==> config.mk <==
export PLATFORM = sky130hd
export DESIGN_NAME = icc_input_capture_channel
export DESIGN_NICKNAME = d
export VERILOG_FILES = /design/src/design/icc_pkg.sv /design/src/design/icc_pin_sync.sv /design/src/design/icc_skid2.sv /design/src/design/icc_input_capture_channel.sv
export VERILOG_INCLUDE_DIRS = /design/src /design/src/design
export SDC_FILE = /design/constraint.sdc
export NUM_CORES = 1
export LEC_CHECK = 0
export BUFFER_PORTS_ARGS = -buffer_cell sky130_fd_sc_hd__buf_2
export CORE_ASPECT_RATIO = 0.9
export CORE_UTILIZATION = 53
export CTS_CLUSTER_DIAMETER = 150
export DETAILED_ROUTE_END_ITERATION = 7
export HOLD_SLACK_MARGIN = 0.12
export PLACE_DENSITY = 0.76
export SLEW_MARGIN = 20
export SYNTH_ARGS = -nofsm -noshare
export SYNTH_HDL_FRONTEND = slang
export SYNTH_SLANG_ARGS = --single-unit
==> constraint.sdc <==
create_clock -name pclk -period 3.88 [get_ports pclk]
set_clock_uncertainty 0.2 [all_clocks]
set_input_delay 0.776 -clock pclk [delete_from_list [all_inputs] [get_ports pclk]]
set_output_delay 0.776 -clock pclk [all_outputs]
set_load 0.02 [all_outputs]
==> src/design/icc_map.svh <==
`ifndef ICC_MAP_SVH
`define ICC_MAP_SVH

// ----------------------------------------------------------------
// Register offsets
// ----------------------------------------------------------------
`define ICC_CTRL_OFFSET   12'h000
`define ICC_FIFO_OFFSET   12'h004

// ----------------------------------------------------------------
// Control word fields and reset
// ----------------------------------------------------------------
`define ICC_CTRL_RESET    16'h0000
`define ICC_SIDL_BIT      13
`define ICC_TSEL_BIT      7
`define ICC_IPER_HI       6
`define ICC_IPER_LO       5
`define ICC_OVF_BIT       4
`define ICC_BNE_BIT       3
`define ICC_MODE_HI       2
`define ICC_MODE_LO       0

// ----------------------------------------------------------------
// Edge prescaler terminal counts
// ----------------------------------------------------------------
`define ICC_PRE4_LAST     4'h3
`define ICC_PRE16_LAST    4'hf

`endif

==> src/design/icc_pkg.sv <==
package icc_pkg;

    typedef enum logic [2:0] {
        icc_mode_off    = 3'h0,
        icc_mode_both   = 3'h1,
        icc_mode_fall   = 3'h2,
        icc_mode_rise   = 3'h3,
        icc_mode_rise4  = 3'h4,
        icc_mode_rise16 = 3'h5,
        icc_mode_unused = 3'h6,
        icc_mode_wake   = 3'h7
    } icc_mode_e;

    typedef struct packed {
        logic       stop_in_idle;
        logic       timer_select;
        logic [1:0] captures_per_interrupt;
        icc_mode_e  capture_mode;
    } icc_ctrl_s;

endpackage : icc_pkg

==> src/design/icc_pin_sync.sv <==
`timescale 1ns/1ps
`default_nettype none

module icc_pin_sync (
    input  wire logic pclk,
    input  wire logic presetn,
    input  wire logic pin,
    output logic      rise,
    output logic      fall
);

    typedef struct packed {
        logic s1;
        logic s2;
        logic s3;
        logic level;
        logic rise;
        logic fall;
    } icc_sync_s;

    icc_sync_s s;
    icc_sync_s next_s;

    // A change is taken only once the second and third stage agree
    always_comb begin
        next_s      = s;
        next_s.s1   = pin;
        next_s.s2   = s.s1;
        next_s.s3   = s.s2;
        next_s.rise = 1'b0;
        next_s.fall = 1'b0;
        if (s.s2 == s.s3 && s.s3 != s.level) begin
            next_s.level = s.s3;
            next_s.rise  = s.s3;
            next_s.fall  = ~s.s3;
        end
    end

    always_ff @(posedge pclk or negedge presetn) begin
        if (!presetn) begin
            s <= '0;
        end else begin
            s <= next_s;
        end
    end

    assign rise = s.rise;
    assign fall = s.fall;

endmodule : icc_pin_sync

`default_nettype wire

==> src/design/icc_skid2.sv <==
`timescale 1ns/1ps
`default_nettype none

module icc_skid2 #(
    parameter int WIDTH = 16
) (
    input  wire logic             pclk,
    input  wire logic             presetn,
    input  wire logic             flush,
    input  wire logic             in_valid,
    output logic                  in_ready,
    input  wire logic [WIDTH-1:0] in_data,
    output logic                  out_valid,
    input  wire logic             out_ready,
    output logic      [WIDTH-1:0] out_data
);

    typedef struct packed {
        logic [1:0][WIDTH-1:0] mem;
        logic                  wr;
        logic                  rd;
        logic [1:0]            count;
    } icc_skid_s;

    icc_skid_s s;
    icc_skid_s next_s;
    logic      push;
    logic      pop;

    always_comb begin
        next_s = s;
        push   = in_valid && (s.count != 2'h2);
        pop    = out_ready && (s.count != 2'h0);
        if (push) begin
            next_s.mem[s.wr] = in_data;
            next_s.wr        = ~s.wr;
        end
        if (pop) begin
            next_s.rd = ~s.rd;
        end
        next_s.count = s.count + {1'b0, push} - {1'b0, pop};
        if (flush) begin
            next_s.wr    = 1'b0;
            next_s.rd    = 1'b0;
            next_s.count = 2'h0;
        end
    end

    always_ff @(posedge pclk or negedge presetn) begin
        if (!presetn) begin
            s <= '0;
        end else begin
            s <= next_s;
        end
    end

    assign in_ready  = (s.count != 2'h2);
    assign out_valid = (s.count != 2'h0);
    assign out_data  = s.mem[s.rd];

endmodule : icc_skid2

`default_nettype wire

==> src/design/icc_input_capture_channel.sv <==
// Behaviour
// - Stop-in-idle set halts channel during Idle, except the mode 111 wake interrupt
// - Timer select 1 picks timer two, else three
// - Interrupt every 1, 2, 3 or 4 captures
// - Overflow flag read-only, hardware cleared, resets 0
// - Not-empty bit shows unread captured words
// - Mode 111 is rising-edge wake interrupt only
// - Mode 110 behaves as disabled
// - Mode 101 captures every 16th rising edge
// - Mode 100 captures every 4th rising edge
// - Mode 011 captures every rising edge
// - Mode 010 captures every falling edge
// - Mode 001 both edges, interrupt every capture
// - Mode 000 switches the channel off
// - Unimplemented bits read zero, all reset 0
// - Capture stores the 16-bit timer count
// - Four-word FIFO, read oldest first
// - Pin event can wake from Sleep or Idle
`timescale 1ns/1ps
`default_nettype none
`include "icc_map.svh"

module icc_input_capture_channel #(
    parameter int WIDTH  = 16,
    parameter int DEPTH  = 4,
    parameter int ADDR_W = 12
) (
    input  wire logic              pclk,
    input  wire logic              presetn,
    input  wire logic              psel,
    input  wire logic              penable,
    input  wire logic              pwrite,
    input  wire logic [ADDR_W-1:0] paddr,
    input  wire logic [31:0]       pwdata,
    output logic      [31:0]       prdata,
    output logic                   pready,
    output logic                   pslverr,
    input  wire logic              capture_input_pin,
    input  wire logic [WIDTH-1:0]  timer_two_count,
    input  wire logic [WIDTH-1:0]  timer_three_count,
    input  wire logic              cpu_idle,
    input  wire logic              cpu_sleep,
    output logic                   capture_irq,
    output logic                   wake_request
);

    localparam int PTR_W  = $clog2(DEPTH);
    localparam int FILL_W = PTR_W + 1;

    // ----------------------------------------------------------------
    // State
    // ----------------------------------------------------------------
    typedef struct packed {
        icc_pkg::icc_ctrl_s              ctrl;
        logic                            overflow_flag;
        logic [3:0]                      prescale;
        logic [1:0]                      irq_count;
        logic [DEPTH-1:0][WIDTH-1:0]     fifo_mem;
        logic [PTR_W-1:0]                wr_ptr;
        logic [PTR_W-1:0]                rd_ptr;
        logic [FILL_W-1:0]               fill;
        logic [31:0]                     prdata;
        logic                            pready;
        logic                            pslverr;
        logic                            capture_irq;
        logic                            wake_request;
    } icc_state_s;

    icc_state_s s;
    icc_state_s next_s;

    // ----------------------------------------------------------------
    // Helpers
    // ----------------------------------------------------------------
    function automatic logic [31:0] ctrl_word(
        input icc_pkg::icc_ctrl_s c,
        input logic               ovf,
        input logic               bne
    );
        logic [31:0] w;
        w = 32'h0000_0000;
        w[`ICC_SIDL_BIT]                 = c.stop_in_idle;
        w[`ICC_TSEL_BIT]                 = c.timer_select;
        w[`ICC_IPER_HI:`ICC_IPER_LO]     = c.captures_per_interrupt;
        w[`ICC_OVF_BIT]                  = ovf;
        w[`ICC_BNE_BIT]                  = bne;
        w[`ICC_MODE_HI:`ICC_MODE_LO]     = c.capture_mode;
        return w;
    endfunction : ctrl_word

    function automatic logic [3:0] prescale_last(
        input icc_pkg::icc_mode_e m
    );
        return (m == icc_pkg::icc_mode_rise16) ? `ICC_PRE16_LAST
                                               : `ICC_PRE4_LAST;
    endfunction : prescale_last

    // ----------------------------------------------------------------
    // Pin synchroniser and capture buffer
    // ----------------------------------------------------------------
    logic             pin_rise;
    logic             pin_fall;
    logic             skid_in_valid;
    logic             skid_in_ready;
    logic [WIDTH-1:0] skid_in_data;
    logic             skid_out_valid;
    logic [WIDTH-1:0] skid_out_data;
    logic             chan_off;
    logic             fifo_full;

    icc_pin_sync u_sync (
        .pclk    (pclk),
        .presetn (presetn),
        .pin     (capture_input_pin),
        .rise    (pin_rise),
        .fall    (pin_fall)
    );

    // Words wait here one cycle while the FIFO write settles; a stall
    // from a full FIFO is seen below and turned into an overflow
    icc_skid2 #(
        .WIDTH (WIDTH)
    ) u_skid (
        .pclk      (pclk),
        .presetn   (presetn),
        .flush     (chan_off),
        .in_valid  (skid_in_valid),
        .in_ready  (skid_in_ready),
        .in_data   (skid_in_data),
        .out_valid (skid_out_valid),
        .out_ready (!fifo_full),
        .out_data  (skid_out_data)
    );

    // ----------------------------------------------------------------
    // Next state
    // ----------------------------------------------------------------
    icc_pkg::icc_mode_e mode;
    logic               halted;
    logic               capturing;
    logic               edge_hit;
    logic               capture_ev;
    logic               accept;
    logic               push;
    logic               pop;
    logic               access;
    logic               hit_ctrl;
    logic               hit_fifo;

    always_comb begin
        next_s              = s;
        next_s.capture_irq  = 1'b0;
        next_s.wake_request = 1'b0;
        mode      = s.ctrl.capture_mode;
        chan_off  = (mode == icc_pkg::icc_mode_off)
                 || (mode == icc_pkg::icc_mode_unused);
        halted    = s.ctrl.stop_in_idle && cpu_idle;
        // Sleep stops the timers, so only the wake mode acts there
        capturing = !chan_off && (mode != icc_pkg::icc_mode_wake)
                 && !halted && !cpu_sleep;
        fifo_full = (s.fill == FILL_W'(DEPTH));
        access    = psel && penable;
        hit_ctrl  = 1'b0;
        hit_fifo  = 1'b0;
        if (paddr == `ICC_CTRL_OFFSET) begin
            hit_ctrl = 1'b1;
        end else if (paddr == `ICC_FIFO_OFFSET) begin
            hit_fifo = 1'b1;
        end

        edge_hit = 1'b0;
        case (mode)
            icc_pkg::icc_mode_both:   edge_hit = pin_rise || pin_fall;
            icc_pkg::icc_mode_fall:   edge_hit = pin_fall;
            icc_pkg::icc_mode_rise:   edge_hit = pin_rise;
            icc_pkg::icc_mode_rise4,
            icc_pkg::icc_mode_rise16: begin
                edge_hit = pin_rise
                        && (s.prescale == prescale_last(mode));
            end
            default:                  edge_hit = 1'b0;
        endcase
        capture_ev = capturing && edge_hit;

        if (capturing && pin_rise
                && (mode == icc_pkg::icc_mode_rise4
                 || mode == icc_pkg::icc_mode_rise16)) begin
            if (s.prescale == prescale_last(mode)) begin
                next_s.prescale = 4'h0;
            end else begin
                next_s.prescale = s.prescale + 4'h1;
            end
        end

        // Value sampled in the event cycle
        skid_in_data  = s.ctrl.timer_select ? timer_two_count
                                            : timer_three_count;
        accept        = !fifo_full && skid_in_ready;
        skid_in_valid = capture_ev && accept;
        if (capture_ev && !accept) begin
            next_s.overflow_flag = 1'b1;
        end

        if (capture_ev) begin
            if (mode == icc_pkg::icc_mode_both
                    || s.irq_count == s.ctrl.captures_per_interrupt) begin
                next_s.capture_irq = 1'b1;
                next_s.irq_count   = 2'h0;
            end else begin
                next_s.irq_count = s.irq_count + 2'h1;
            end
        end

        if (mode == icc_pkg::icc_mode_wake
                && (cpu_sleep || cpu_idle) && pin_rise) begin
            next_s.capture_irq  = 1'b1;
            next_s.wake_request = 1'b1;
        end

        push = skid_out_valid && !fifo_full;
        if (push) begin
            next_s.fifo_mem[s.wr_ptr] = skid_out_data;
            next_s.wr_ptr             = s.wr_ptr + PTR_W'(1);
        end

        // APB: setup, one wait cycle, then completion with pready
        pop = 1'b0;
        if (access && !s.pready) begin
            next_s.pready  = 1'b1;
            next_s.pslverr = 1'b0;
            next_s.prdata  = 32'h0000_0000;
            if (hit_ctrl) begin
                next_s.prdata = ctrl_word(s.ctrl, s.overflow_flag,
                                          s.fill != '0);
            end else if (hit_fifo) begin
                next_s.prdata = 32'(s.fifo_mem[s.rd_ptr]);
            end else begin
                next_s.pslverr = 1'b1;
            end
        end else if (access && s.pready) begin
            next_s.pready  = 1'b0;
            next_s.pslverr = 1'b0;
            if (pwrite && hit_ctrl) begin
                // Status bits are not writable
                next_s.ctrl.stop_in_idle = pwdata[`ICC_SIDL_BIT];
                next_s.ctrl.timer_select = pwdata[`ICC_TSEL_BIT];
                next_s.ctrl.captures_per_interrupt =
                    pwdata[`ICC_IPER_HI:`ICC_IPER_LO];
                next_s.ctrl.capture_mode = icc_pkg::icc_mode_e'(
                    pwdata[`ICC_MODE_HI:`ICC_MODE_LO]);
            end else if (!pwrite && hit_fifo && s.fill != '0) begin
                pop = 1'b1;
            end
        end else begin
            next_s.pready  = 1'b0;
            next_s.pslverr = 1'b0;
        end
        if (pop) begin
            next_s.rd_ptr = s.rd_ptr + PTR_W'(1);
        end
        next_s.fill = s.fill + FILL_W'(push) - FILL_W'(pop);

        // Disabled channel restarts clean
        if (chan_off) begin
            next_s.prescale      = 4'h0;
            next_s.irq_count     = 2'h0;
            next_s.wr_ptr        = '0;
            next_s.rd_ptr        = '0;
            next_s.fill          = '0;
            next_s.overflow_flag = 1'b0;
        end
    end

    always_ff @(posedge pclk or negedge presetn) begin
        if (!presetn) begin
            s <= '0;
        end else begin
            s <= next_s;
        end
    end

    assign prdata       = s.prdata;
    assign pready       = s.pready;
    assign pslverr      = s.pslverr;
    assign capture_irq  = s.capture_irq;
    assign wake_request = s.wake_request;
endmodule : icc_input_capture_channel

`default_nettype wire

Word level (Yosys, flattened, before mapping):

Index checks and enable logic that the tools add are counted.

* register bits: 163
* bits of input ports: 84
* output and inout port bits: 36
* logic and storage cells: 152

* $add $sub $neg: 8
* order comparisons: 6
* equality and inequality tests: 15
* mux-type cells: 41
* bitwise gates (word level): 4
* reductions and logical operators: 48

Operators by type and width (number)
* 16-bit two-way mux: 8
* 64-bit bitwise mux: 1
* 16-bit binary-select mux with 2-bit select: 1
* 32-bit bitwise mux: 1
* 16-bit demux with 2-bit select: 1
* 1-bit logical AND: 24
* 16-bit demux with 1-bit select: 1
* 4-bit two-way mux: 4
* 3-bit equality test (second input constant): 5
* 1-bit two-way mux: 14
* 2-bit two-way mux: 7
* 7-bit two-way mux: 2
* 2-bit nonzero test: 7
* 12-bit by 3-bit equality test with 1-bit output (second input constant): 1
* 12-bit zero test: 1
* 1-bit zero test: 7
* 2-bit by 1-bit adder with 2-bit output (second input constant): 3
* 3-bit by 2-bit equality test with 1-bit output (second input constant): 2
* 2-bit by 3-bit less-than comparator with 1-bit output (second input constant): 2
* 1-bit logical OR: 5
* 4-bit by 1-bit adder with 4-bit output (second input constant): 1
* 4-bit equality test: 1
* 1-bit by 2-bit less-than comparator with 1-bit output (second input constant): 2
* 1-bit inverter: 4
* 17 further kinds: 17

Logic depth before layout (Yosys ltp):

* depth after elaboration: 12
* mapped depth: 10

Modules after synthesis:

From an unflattened synthesis, not the netlist that was laid out.

* cells, all modules: 520
* area, all modules: 7095.6 um2

By module, submodules not included
* icc_input_capture_channel: times used 1, cells each 403, area each 5190.0 um2, seq. area each 2627.5 um2
* icc_skid2: times used 1, cells each 108, area each 1726.7 um2, seq. area each 900.9 um2
* icc_pin_sync: times used 1, cells each 9, area each 178.9 um2, seq. area each 150.1 um2

Worst setup path after synthesis:

No wires, ideal clock.

* path type: input to register
* from: input paddr[9]
* to: register s[38] in the netlist's numbering
* setup time: 132 ps
* arrival time: 2843 ps
* data required time: 3548 ps
* path slack: 705 ps
* stages: 10
* path buffers: 0
* cells stage by stage: nor4_1 -> nand4_1 -> nor4_2 -> ha_1 -> inv_1 -> ha_1 -> fa_1 -> xnor2_1 -> xnor2_1 -> nor2_1

RTL lines
* start, declared: line icc_input_capture_channel.sv:33 `input wire logic [ADDR_W-1:0] paddr,`
* end signal, assigned: line icc_input_capture_channel.sv:278 `s <= next_s;`
* end, declared: line icc_input_capture_channel.sv:69 `icc_state_s s;`

==> summary.txt <==
outcome -> complete, no violations
Crit path largest cell delay -> 0.51 ns
Mapped Cells -> 590
Clock Power Share -> 49.4%
family with the most delay on the worst path -> simple AND/OR/NAND/NOR gates
Total Routed Length -> 13700 microns
critical setup path kind -> in -> reg
Hold WC Path Type -> reg -> reg
Ant. Diodes -> 0
maximum vdd drop -> 294 uV
Sw Ratio -> 21.3%
Total Power -> 3.24 mW
total gr overflow -> 0
gpl congestion -> 0.732
Slew Viols, Final -> 0
DRC -> 0
layout cells sized above 1 -> 30.6%
syn avg cell area -> 11.8 sq um
Post-synth ARST share -> 100%
number of global-route vias before repair -> 4492
Top Ports -> 120
Via Count -> 4566
clock transition at the registers of the reported paths -> 0.06 ns
Synth Area in Compound Gates -> 8.57%
Leakage -> 3.80 nW
CP Capture Type -> flip-flop
nets@finish -> 741
cell taking the most area after synthesis -> dfrtp_1
first-pass GRT wire length -> 22700 microns
sequential power share -> 47.5%
Max Fclk -> 0.325 GHz
multi-input logic area -> 2830 sq um
final worst path period need -> 3.08 ns
startpoint types -> primary input
Clock Tree Buf Depth -> 2
Worst-Margin Slew -> 0.991 ns
Cell Rows -> 39
slowest CP cell -> nor4_1
most frequent cell after synthesis -> dfrtp_1
die area -> 13500 sq um
Final setup violation count -> 0
Post-Synth Simple-Gate Area -> 10.6%
CP max FO -> 3
antenna violations before repair -> 0
Sequential Area -> 3680 sq um
register area share after synthesis -> 53.0%
Adder-Cell Fraction of Synth Area -> 2.06%
top-area cell type share of the netlist area -> 53.0%
largest family of logic cells by synthesized area -> multiplexers
final instance area -> 7830 sq um
gr usage total -> 22.2%
First-pass DRT Iterations -> 4
Hold-fix buffers, CTS -> 0
Pint -> 2.55 mW
DP Wirelength -> 9050 microns
Critical Path AT -> 3.17 ns
power per cell area -> 414 nW/um^2
Iteration-0 DRC Markers -> 335
cts repair resizes -> 0
Syn Std Cell Area -> 6940 sq um
Worst Reg2Reg Path Length in Cells -> 10
cell count after placement -> 792
R2R Setup Slk -> 1.19 ns
Routed wire per std cell -> 16.6 microns
htree depth -> 4
post-synthesis mux area share -> 17.4%
Setup crit start -> paddr[10]
Yosys reg bits -> 147
CTS Buf Count -> 17
post-route setup TNS -> 0 ns
worst path required time -> 3.97 ns
Cell variety after synth -> 57
Post-Layout Cell Count -> 824
post-route ant nets -> 0
die height -> 111 microns
ys flop type -> dfrtp_1
Setup Buffers After CTS -> 0
number of synthesized flops with an enable pin -> 0
cell at the root of the clock tree -> clkbuf_16
worst setup slack after layout -> 0.800 ns
Slew HR -> 33.9%
Vias/cell -> 5.54
Critical path buffers and inverters -> 2
I/O Buffers -> 78
Final Hold Viols -> 0
final worst path period share -> 79.4%
Synth area leaders -> dfrtp_1, mux2_2, mux4_2
largest net degree at the start of global routing -> 80
Starting Density -> 54.5%
Core ar. -> 12700 sq um
Die X -> 123 microns
CTS sink count -> 147
Comb pwr share -> 3.0%
RSZ-0062 raised after global routing -> no
Placed Area -> 7240 sq um
top cells by count, synth -> dfrtp_1, nor2_1, a21oi_1, mux2_2, buf_4
CTS tree -> yes
Clock Latency Late Sink -> 0.42 ns
crit path cell chain -> buf_2, nor4_1, nand4_1, nor4_2, ha_1, inv_1, ha_1, fa_1, xnor2_1, xnor2_1, nor2_1
max-cap check violation count -> 0
Area Growth Syn to Fin -> 12.9%
fill count -> 990
P_sw -> 690 uW
post-placement setup slack -> 0.352 ns
Synth Area in XOR/XNOR -> 1.39%
FF-to-FF End -> s[38]
Ys Warns -> 0
RR Startpoint -> s[38]
critical path depth -> 11
worst setup path endpoint -> s[38]
## sequential cells by signal (all words and copies together) (netlist names)
name	count
wake_request	1
prdata	16
u_sync.fall	1
s	82
u_sync.next_s	2
pready	1
pslverr	1
u_skid.s	36
u_sync.s	2
capture_irq	1
u_sync.rise	1
mode	3
## kinds of logic (layout without fill, tap and decap cells)
group                      after synthesis  count (layout)
and+or+nand+nor                        153             153
muxes                                   90              90
buffers and inverters                   78             133
other                                    1              16
DFF                                    147             147
xor gates and xnor gates                11              11
adders and majority gates               11              11
AOI/OAI and AO/OA                       99              99
## metrics by stage
step | hold WS, ns | utilization [%]
2_1_floorplan | 0.131 | -
3_3_place_gp | 0.139 | 56.9
3_5_place_dp | 0.144 | 56.9
4_1_cts | 0.158 | 61.5
5_1_grt | 0.165 | 61.5
6_report | 0.152 | 61.5
## power groups by stage
stage / clock network (mW) / logic, mW / registers [mW]
floorplan: 0 / 0.0443 / 1.57
global placement: 0 / 0.0968 / 1.57
detailed placement: 0 / 0.101 / 1.57
CTS: 1.63 / 0.101 / 1.54
global route: 1.70 / 0.113 / 1.54
finish: 1.60 / 0.0987 / 1.54
## worst min-delay path by stage
stage,startpoint,to,cells past startpoint
after global routing,u_sync.next_s[4],u_sync.next_s[3],0
after detailed placement,u_sync.next_s[4],u_sync.next_s[3],0
final,u_sync.next_s[4],u_sync.next_s[3],0
after global placement,u_sync.next_s[4],u_sync.next_s[3],0
after floorplan,u_sync.next_s[4],u_sync.next_s[3],0
after CTS,u_sync.next_s[4],u_sync.next_s[3],0
## area by class of cell
class / count / area share [%]
flip-flops and latches: 147 / 47.0
multi-input cells: 380 / 36.2
repair buffers: 89 / 6.12
clock buffers: 20 / 5.83
well taps: 164 / 2.62
clock inverters: 12 / 1.69
inverters: 12 / 0.575
## layer usage
layer	GRT usage (%)	wire (microns)	vias up
li1	-	-	2115
met1	31.9	6320	2268
met2	33.8	6370	168
met3	5.11	825	15
met4	5.85	142	0
met5	0	0	-
## placed cells by master, fill, tap and decap left out, types with 6 or more instances in the layout
cell / Yosys / routed
dfrtp_1: 147 / 146
a22oi_1: 8 / 8
mux2_2: 44 / 44
nor2_1: 84 / 84
clkbuf_16: 0 / 17
mux2i_1: 19 / 19
xnor2_1: 8 / 8
a21oi_1: 66 / 66
conb_1: 1 / 16
buf_4: 33 / 11
ha_1: 9 / 9
o21ai_0: 6 / 6
nand2_1: 24 / 24
inv_1: 12 / 12
mux4_2: 16 / 16
a22o_1: 7 / 7
mux2_4: 10 / 10
buf_2: 10 / 77
No activity file was read; power rests on OpenSTA's default activity.
